[config.mk]
export PLATFORM = sky130hd
export DESIGN_NAME = dcr_regs
export DESIGN_NICKNAME = d
export VERILOG_FILES = /design/src/hdl/dcr_pkg.sv /design/src/hdl/dcr_word_reg.sv /design/src/hdl/dcr_regs.sv
export SDC_FILE = /design/constraint.sdc
export NUM_CORES = 1
export LEC_CHECK = 0
export ABC_CLOCK_PERIOD_IN_PS = 900
export CAP_MARGIN = 10
export CORE_UTILIZATION = 60
export CTS_BUF_LIST = sky130_fd_sc_hd__clkbuf_4 sky130_fd_sc_hd__clkbuf_8 sky130_fd_sc_hd__clkbuf_16
export DETAILED_ROUTE_END_ITERATION = 10
export DONT_BUFFER_PORTS = 1
export GPL_ROUTABILITY_DRIVEN = 0
export MAX_ROUTING_LAYER = met4
export PLACE_DENSITY = 0.76
export SYNTH_ARGS = -nofsm -noshare
export SYNTH_HDL_FRONTEND = slang
export SYNTH_SLANG_ARGS = --single-unit
[constraint.sdc]
create_clock -name pclk -period 0.9 [get_ports pclk]
set_clock_uncertainty 0.1 [all_clocks]
set_input_delay 0.09 -clock pclk [delete_from_list [all_inputs] [get_ports pclk]]
set_output_delay 0.09 -clock pclk [all_outputs]
set_load 0.05 [all_outputs]
[src/hdl/dcr_pkg.sv]
package dcr_pkg;
    localparam int ADDR_W = 16;
    localparam int CNT_W = 14;
    localparam logic [11:0] OFF_PERIPH_ADDR = 12'h000;
    localparam logic [11:0] OFF_XFER_COUNT = 12'h004;
    localparam logic [15:0] RST_PERIPH_ADDR = 16'h0000;
    localparam logic [13:0] RST_XFER_COUNT = 14'h0000;
    localparam logic [31:0] RD_ZERO = 32'h0000_0000;

    typedef struct packed {
        logic [15:0] periph_addr;
        logic [13:0] transfer_count_field;
        logic [14:0] total_transfers;
    } dcr_seq_s;
endpackage : dcr_pkg

[src/hdl/dcr_word_reg.sv]
`timescale 1ns/1ps
module dcr_word_reg #(
    parameter int W = 16,
    parameter logic [W-1:0] RST = '0
) (
    input wire logic pclk,
    input wire logic presetn,
    input wire logic wr_en,
    input wire logic [W-1:0] wr_data,
    output logic [W-1:0] q
);
    logic [W-1:0] q_nxt;

    always_comb begin
        q_nxt = q;
        if (wr_en) begin
            q_nxt = wr_data;
        end
    end

    always_ff @(posedge pclk or negedge presetn) begin
        if (!presetn) begin
            q <= RST;
        end else begin
            q <= q_nxt;
        end
    end
endmodule : dcr_word_reg

[src/hdl/dcr_regs.sv]
`timescale 1ns/1ps
// Overview of operation
// - 16-bit read/write peripheral address register, cleared at reset, drives channel address.
// - 14-bit read/write transfer count field in bits 13:0, cleared at reset.
// - Channel performs count field plus one transfers; zero means one transfer.
// - Count bits 15:14 read zero and ignore writes.
module dcr_regs (
    input wire logic pclk,
    input wire logic presetn,
    input wire logic psel,
    input wire logic penable,
    input wire logic pwrite,
    input wire logic [11:0] paddr,
    input wire logic [31:0] pwdata,
    output logic [31:0] prdata,
    output logic pready,
    output logic pslverr,
    input wire logic chan_active,
    output dcr_pkg::dcr_seq_s seq_out,
    output logic wr_while_active
);
    logic [15:0] addr_q;
    logic [13:0] cnt_q;
    logic wr_addr;
    logic wr_cnt;
    logic hit;
    logic [31:0] prdata_nxt;
    logic pslverr_nxt;
    logic [31:0] prdata_r;
    logic pslverr_r;
    logic wr_while_active_nxt;
    logic wr_while_active_r;
    logic setup;
    logic wr_go;
    logic [31:0] rd_word;
    logic [14:0] total_nxt;
    logic [14:0] total_r;

    // Read data is loaded in the setup cycle; a write lands only at the access edge where pready is high.
    assign setup = psel && !penable;
    assign wr_go = psel && penable && pready && pwrite;

    always_comb begin
        wr_addr = 1'b0;
        wr_cnt = 1'b0;
        hit = 1'b1;
        rd_word = dcr_pkg::RD_ZERO;
        if (paddr == dcr_pkg::OFF_PERIPH_ADDR) begin
            wr_addr = wr_go;
            rd_word = {16'h0000, addr_q};
        end else if (paddr == dcr_pkg::OFF_XFER_COUNT) begin
            wr_cnt = wr_go;
            rd_word = {18'h00000, cnt_q};
        end else begin
            hit = 1'b0;
        end
        prdata_nxt = prdata_r;
        pslverr_nxt = pslverr_r;
        if (setup) begin
            prdata_nxt = pwrite ? dcr_pkg::RD_ZERO : rd_word;
            pslverr_nxt = !hit;
        end
        total_nxt = total_r;
        if (wr_cnt) begin
            total_nxt = {1'b0, pwdata[13:0]} + 15'h0001;
        end
        // Software is trusted not to do this; the flag only reports it.
        wr_while_active_nxt = (wr_addr || wr_cnt) && chan_active;
    end

    dcr_word_reg #(.W(dcr_pkg::ADDR_W), .RST(dcr_pkg::RST_PERIPH_ADDR)) u_addr (
        .pclk(pclk),
        .presetn(presetn),
        .wr_en(wr_addr),
        .wr_data(pwdata[15:0]),
        .q(addr_q)
    );

    dcr_word_reg #(.W(dcr_pkg::CNT_W), .RST(dcr_pkg::RST_XFER_COUNT)) u_cnt (
        .pclk(pclk),
        .presetn(presetn),
        .wr_en(wr_cnt),
        .wr_data(pwdata[13:0]),
        .q(cnt_q)
    );

    always_ff @(posedge pclk or negedge presetn) begin
        if (!presetn) begin
            prdata_r <= dcr_pkg::RD_ZERO;
            pslverr_r <= 1'b0;
            wr_while_active_r <= 1'b0;
            total_r <= {1'b0, dcr_pkg::RST_XFER_COUNT} + 15'h0001;
        end else begin
            prdata_r <= prdata_nxt;
            pslverr_r <= pslverr_nxt;
            wr_while_active_r <= wr_while_active_nxt;
            total_r <= total_nxt;
        end
    end

    // The setup cycle prepares the answer, so the access phase completes with no wait state.
    assign pready = 1'b1;
    assign prdata = prdata_r;
    assign pslverr = pslverr_r;
    assign wr_while_active = wr_while_active_r;

    always_comb begin
        seq_out.periph_addr = addr_q;
        seq_out.transfer_count_field = cnt_q;
        seq_out.total_transfers = total_r;
    end
endmodule : dcr_regs

==> summary.md, run 1 <==
* 0 — yosys warns
* 0.533 — fraction of synthesized cell area taken by the top area cell type
* sky130_fd_sc_hd__dfrtp_1 — cell taking the most area after synthesis
* 2910 um^2 — netlist area before placement
* sky130_fd_sc_hd__dfrtp_1 (53%), sky130_fd_sc_hd__nand2_1 (9.0%), sky130_fd_sc_hd__mux2_2 (6.2%) — Area contributors post-synth
* 9 — number of CTS-inserted buffers
* 0.542 — proportion of synthesized chip area in sequential cells
* sky130_fd_sc_hd__dfrtp_1 — leading register cell type out of synthesis
* 35 — Post-CTS Setup Bufs
* 63 — number of storage elements in the synthesis netlist
* 281 — Syn Inst Count
* stopped before the end — status
* 30 — count of cell types in the netlist
* 0 — EDFF count, synth
* 10.4 um^2 — mean post-synth cell area
* [ERROR DPL-0038] Utilization greater than 100%, impossible to legalize — Error Message
* 71.6 um — die height
* 4.78 mm — Detail Placement HPWL
* 24 — count of standard-cell rows
* 0.646 — starting density of the core
* 71.6 um — overall die width
* sky130_fd_sc_hd__clkbuf_8 — buffer cell driving the clock tree root
* 0 — Buffers on Ports
* 1.00 — proportion of synthesized flip-flops having asynchronous set or reset
* 92 — post-CTS resize count
* 395 — dpl cells
* 2 — maximum root-to-sink buffer count
* 130 — top-level port count
* 13 — hold buffer count at CTS
* clock tree synthesis (4_1_cts) — stopping stage
* 3 — number of H-tree levels
* 63 — number of clock sinks seen by CTS
[Yosys cell counts, types with 2 or more instances]
cell                        n
sky130_fd_sc_hd__xnor2_1    6
sky130_fd_sc_hd__nor4_4     2
sky130_fd_sc_hd__o21ai_0   23
sky130_fd_sc_hd__nor4_1     2
sky130_fd_sc_hd__nor3_1     3
sky130_fd_sc_hd__conb_1     2
sky130_fd_sc_hd__clkbuf_1  10
sky130_fd_sc_hd__and4_1     3
sky130_fd_sc_hd__xor2_1     6
sky130_fd_sc_hd__nor2_1     8
sky130_fd_sc_hd__nand4_1    7
sky130_fd_sc_hd__a22o_1     2
sky130_fd_sc_hd__mux2i_1   14
sky130_fd_sc_hd__buf_4     19
sky130_fd_sc_hd__nand3_1    4
sky130_fd_sc_hd__mux2_2    16
sky130_fd_sc_hd__dfrtp_1   62
sky130_fd_sc_hd__a21oi_1    6
sky130_fd_sc_hd__nand2_1   70
sky130_fd_sc_hd__and3_1     6
[per-stage QoR]
stage          setup WS (ns)  instance area (um^2)
2_1_floorplan         -0.651                  3080
3_3_place_gp          -0.592                  3540
3_5_place_dp          -0.647                  3540
[cell families after synthesis]
kind of cell / share of synthesized area
xor gates and xnor gates: 0.0361
AOI/OAI and AO/OA: 0.0576
adders and majority gates: 0.00430
DFF: 0.542
other: 0.00258
muxes: 0.110
and+or+nand+nor: 0.179
buffers and inverters: 0.0684
==> inputs of run 2 (changes only) <==
Settings changed: CORE_UTILIZATION 60 to 40, CTS_BUF_LIST sky130_fd_sc_hd__clkbuf_4 sky130_fd_sc_hd__clkbuf_8 sky130_fd_sc_hd__clkbuf_16 to unset, MAX_ROUTING_LAYER met4 to unset, PLACE_DENSITY 0.76 to unset, PLACE_DENSITY_LB_ADDON set to 0.15.
==> summary.md, run 2 <==
* 0 — count of inserted antenna diode cells
* 0 — EDFF count, synth
* sky130_fd_sc_hd__clkbuf_8 — buffer cell driving the clock tree root
* u_addr.q[1] — endpoint of the lowest-slack register-to-register path
* -0.666 ns — worst hold margin
* 1.00 — proportion of synthesized flip-flops having asynchronous set or reset
* seq_out[0] — crit path capture
* sky130_fd_sc_hd__buf_6 — leading cell type in the layout, fill and taps excluded
* 87.3 um — overall die width
* u_addr.q[1] — R2R Path Start
* 0.00430 — adder and majority cell fraction of the synthesized area
* -0.327 ns — slack of the critical path
* 0 — DRC errors left
* 13.1 mm — first-pass GRT wire length
* 2 — maximum root-to-sink buffer count
* sky130_fd_sc_hd__nand2_1 — dominant cell by count in the synthesized netlist
* yes — RSZ-0062 raised after global routing
* 63 — number of storage elements in the synthesis netlist
* 0 — Final Max Slew Viols
* finished, violations left — status
* 0.08 ns — clock transition at the register clock pins on the worst setup and hold paths after CTS
* 87.3 um — die height
* 2.46 nW — Lkg Pwr
* sky130_fd_sc_hd__dfrtp_1 (53%), sky130_fd_sc_hd__nand2_1 (9.0%), sky130_fd_sc_hd__mux2_2 (6.2%) — Area contributors post-synth
* 134 — iteration-0 DRC count of the detailed router
* 6910 um^2 — placeable core area
* 0.542 — proportion of synthesized chip area in sequential cells
* 0.71 ns — required time worst endpoint
* -0.691 ns — worst setup timing slack at the placement stage
* sky130_fd_sc_hd__dfrtp_1 — cell taking the most area after synthesis
* 1 — WP depth
* 1.04 ns — data arrival at the endpoint of the critical path
* 0 — Buffers on Ports
* 1.36 — Final Cycle Share
* total_r[0] — Setup crit start
* flop — CP Launch Type
* 10.4 um^2 — mean post-synth cell area
* 2612 — routed via count
* 1.23 ns — time the worst path needs with I/O delays and setup
* sky130_fd_sc_hd__dfstp_2 — worst-path cell with the longest stage delay
* 0 — GRT Residual Overflow
* buf_8 — cell-by-cell listing of the critical path
* 281 — Syn Inst Count
* 17.7 um — average wire per cell in the routed design
* 2910 um^2 — netlist area before placement
* 0.34 ns — clk_lat worst skew
* 130 — top-level port count
* 124 — final setup violating endpoints
* yes — clock tree from TritonCTS
* flop to output pin — worst setup path class
* simple AND/OR/NAND/NOR gates — dominant combinational cell family by area after synthesis
* 9.20 mm — final WL
* 0 — Max Cap Violations
* 520 — fin cells
* 0.00610 W — overall power
* output pin — kind of capture point of the worst setup path
* sky130_fd_sc_hd__dfrtp_1 — leading register cell type out of synthesis
* 9 — number of CTS-inserted buffers
* sky130_fd_sc_hd__buf_6 (89), sky130_fd_sc_hd__dfrtp_1 (53), sky130_fd_sc_hd__nand2_1 (52) — most frequent cells in the layout
* 0.927 mV — worst vdd ir
* 815 MHz — fmax
* 0.421 — starting density of the core
* 30 — count of standard-cell rows
* 2 — maximum fanout encountered on the critical timing path
* 30 — count of cell types in the netlist
* 2519 — via count of the first global-routing pass
* 71.6% — post-synthesis to final-layout area growth
* 0 — antenna-violating nets left
* 3 — number of H-tree levels
* 4.90 mm — Detail Placement HPWL
* 470 — Final Net Count
* 0.0361 — synthesized-area fraction occupied by xor and xnor cells
* 1 — worst path bufs/invs
* 0 — yosys warns
* hold timing, setup timing — violated checks
* 94 — Hold Fails Final Rpt
* 64 — pin count of the biggest net entering global routing
* 0.110 — proportion of synthesized area in mux cells
* 2 — cell depth of the worst flop-to-flop path
* flip-flops — cell family contributing the most delay on the critical path
* 0.236 — total global routing track utilization
* 0.533 — fraction of synthesized cell area taken by the top area cell type
* 4 — Pre-antenna DRT Iters
* 63 — number of clock sinks seen by CTS
* 437 — dpl cells
* 0.179 — Simple-Gate Fraction of Synth Area
* 1220 nW/um^2 — PwrDens
* 5.02 — vias per cell
* 0.55 ns — Slowest Stage Delay on Critical Path
* input pin to asynchronous set/reset pin — path category of the worst min-delay check
* 0 — number of antenna violations at the first check in global routing
* 7620 um^2 — overall die area
* 0.0576 — complex-gate fraction of the synthesized area
* -0.14 ns — setup slack, reg-to-reg
* sky130_fd_sc_hd__nand2_1 (70), sky130_fd_sc_hd__dfrtp_1 (62), sky130_fd_sc_hd__o21ai_0 (23) — most frequent cells after synthesis
* 0.514 — ratio of cells with drive above 1 in the final layout
==> run 2: timing repair <==
item,CTS,global route
gates cloned,3,2
hold buffers,12,2
endpoints found under the setup margin,103,124
resized for setup,85,81
endpoints found under the hold margin,125,100
pin swaps,15,30
setup buffers,37,13
==> run 2: worst min-delay path by stage <==
stage	from	end	slack (ns)	cells past startpoint
after floorplan	presetn	prdata[0]	-0.31	0
after global placement	presetn	prdata[10]	-0.30	0
after detailed placement	presetn	prdata[10]	-0.30	0
after CTS	presetn	prdata[10]	-0.68	0
after global routing	presetn	prdata[10]	-0.69	0
final	presetn	prdata[10]	-0.67	0
==> run 2: kinds of logic (layout without fill, tap and decap cells) <==
kind of cell | count (synthesis) | after routing
AND/OR/NAND/NOR | 109 | 109
flip-flops | 63 | 63
AO/OA/AOI/OAI | 32 | 32
buffers and inverters | 32 | 160
multiplexers | 30 | 30
XOR/XNOR | 12 | 12
other | 2 | 17
adder cells (fa/ha/maj) | 1 | 1
==> run 2: stage by stage <==
step | utilization | setup TNS [ns] | instance area [um^2]
final | 0.723 | -21.79 | 4990
after global routing | 0.723 | -26.52 | 4990
after CTS | 0.661 | -20.84 | 4570
after detailed placement | 0.518 | -26.45 | 3580
after global placement | 0.518 | -24.88 | 3580
after floorplan | - | -19.92 | 3080
==> run 2: per-layer routing <==
layer	up-vias	wire, um	GRT usage
li1	1199	-	-
met3	8	579	0.0720
met2	97	4740	0.379
met4	0	94	0.0700
met5	-	0	0
met1	1308	3780	0.306
==> run 2: area by class of cell <==
class / count / area [um^2]
clock buffers: 11 / 141
clock inverters: 5 / 81.3
fillers: 488 / 1910
inverters: 1 / 3.75
multi-input cells: 201 / 1450
flip-flops and latches: 63 / 1590
well taps: 96 / 120
repair buffers: 143 / 1610
==> run 2: power breakdown <==
group          switching [W]  total (W)  internal [W]
Combinational       0.000303   0.000455      0.000153
Sequential        0.00000685    0.00285       0.00284
Clock                0.00116    0.00280       0.00164
No activity file was read; power rests on OpenSTA's default activity.
==> inputs of run 3 (changes only) <==
Settings changed: CELL_PAD_IN_SITES_DETAIL_PLACEMENT set to 2, CELL_PAD_IN_SITES_GLOBAL_PLACEMENT set to 2, CORE_UTILIZATION 40 to 36.
==> summary.md, run 3 <==
* 149 — post-CTS resize count
* -0.720 ns — worst setup timing slack at the placement stage
* 14 — hold buffer count at CTS
* clock tree synthesis (4_1_cts) — stopping stage
* 63 — number of clock sinks seen by CTS
* 91.9 um — overall die width
* 6.20 mm — Detail Placement HPWL
* 0 — EDFF count, synth
* 0.375 — starting density of the core
* sky130_fd_sc_hd__dfrtp_1 — leading register cell type out of synthesis
* sky130_fd_sc_hd__dfrtp_1 (53%), sky130_fd_sc_hd__nand2_1 (9.0%), sky130_fd_sc_hd__mux2_2 (6.2%) — Area contributors post-synth
* 130 — top-level port count
* 0 — Buffers on Ports
* sky130_fd_sc_hd__nand2_1 (70), sky130_fd_sc_hd__dfrtp_1 (62), sky130_fd_sc_hd__o21ai_0 (23) — most frequent cells after synthesis
* sky130_fd_sc_hd__dfrtp_1 — cell taking the most area after synthesis
* 91.9 um — die height
* 32 — count of standard-cell rows
* 3600 um^2 — Area after DPL
* sky130_fd_sc_hd__clkbuf_8 — buffer cell driving the clock tree root
* 63 — number of storage elements in the synthesis netlist
* sky130_fd_sc_hd__nand2_1 — dominant cell by count in the synthesized netlist
* 0 — yosys warns
* 10.4 um^2 — mean post-synth cell area
* 48 — Post-CTS Setup Bufs
* 3 — number of H-tree levels
* 2 — maximum root-to-sink buffer count
* 0.533 — fraction of synthesized cell area taken by the top area cell type
* 281 — Syn Inst Count
* [ERROR DPL-0033] detailed placement checks failed during check placement. — Error Message
* 9 — number of CTS-inserted buffers
* 2910 um^2 — netlist area before placement
* 30 — count of cell types in the netlist
* 1.00 — proportion of synthesized flip-flops having asynchronous set or reset
* 0.542 — proportion of synthesized chip area in sequential cells
* stopped before the end — status
## run 3: cells by family after synthesis
logic type | Yosys count | share of synthesized area
muxes | 30 | 0.110
DFF | 63 | 0.542
xor gates and xnor gates | 12 | 0.0361
and+or+nand+nor | 109 | 0.179
adders and majority gates | 1 | 0.00430
AOI/OAI and AO/OA | 32 | 0.0576
buffers and inverters | 32 | 0.0684
other | 2 | 0.00258
## run 3: per-stage QoR
step / hold slack [ns] / instances
after floorplan: -0.306 / 296
after global placement: -0.304 / 444
after detailed placement: -0.304 / 444
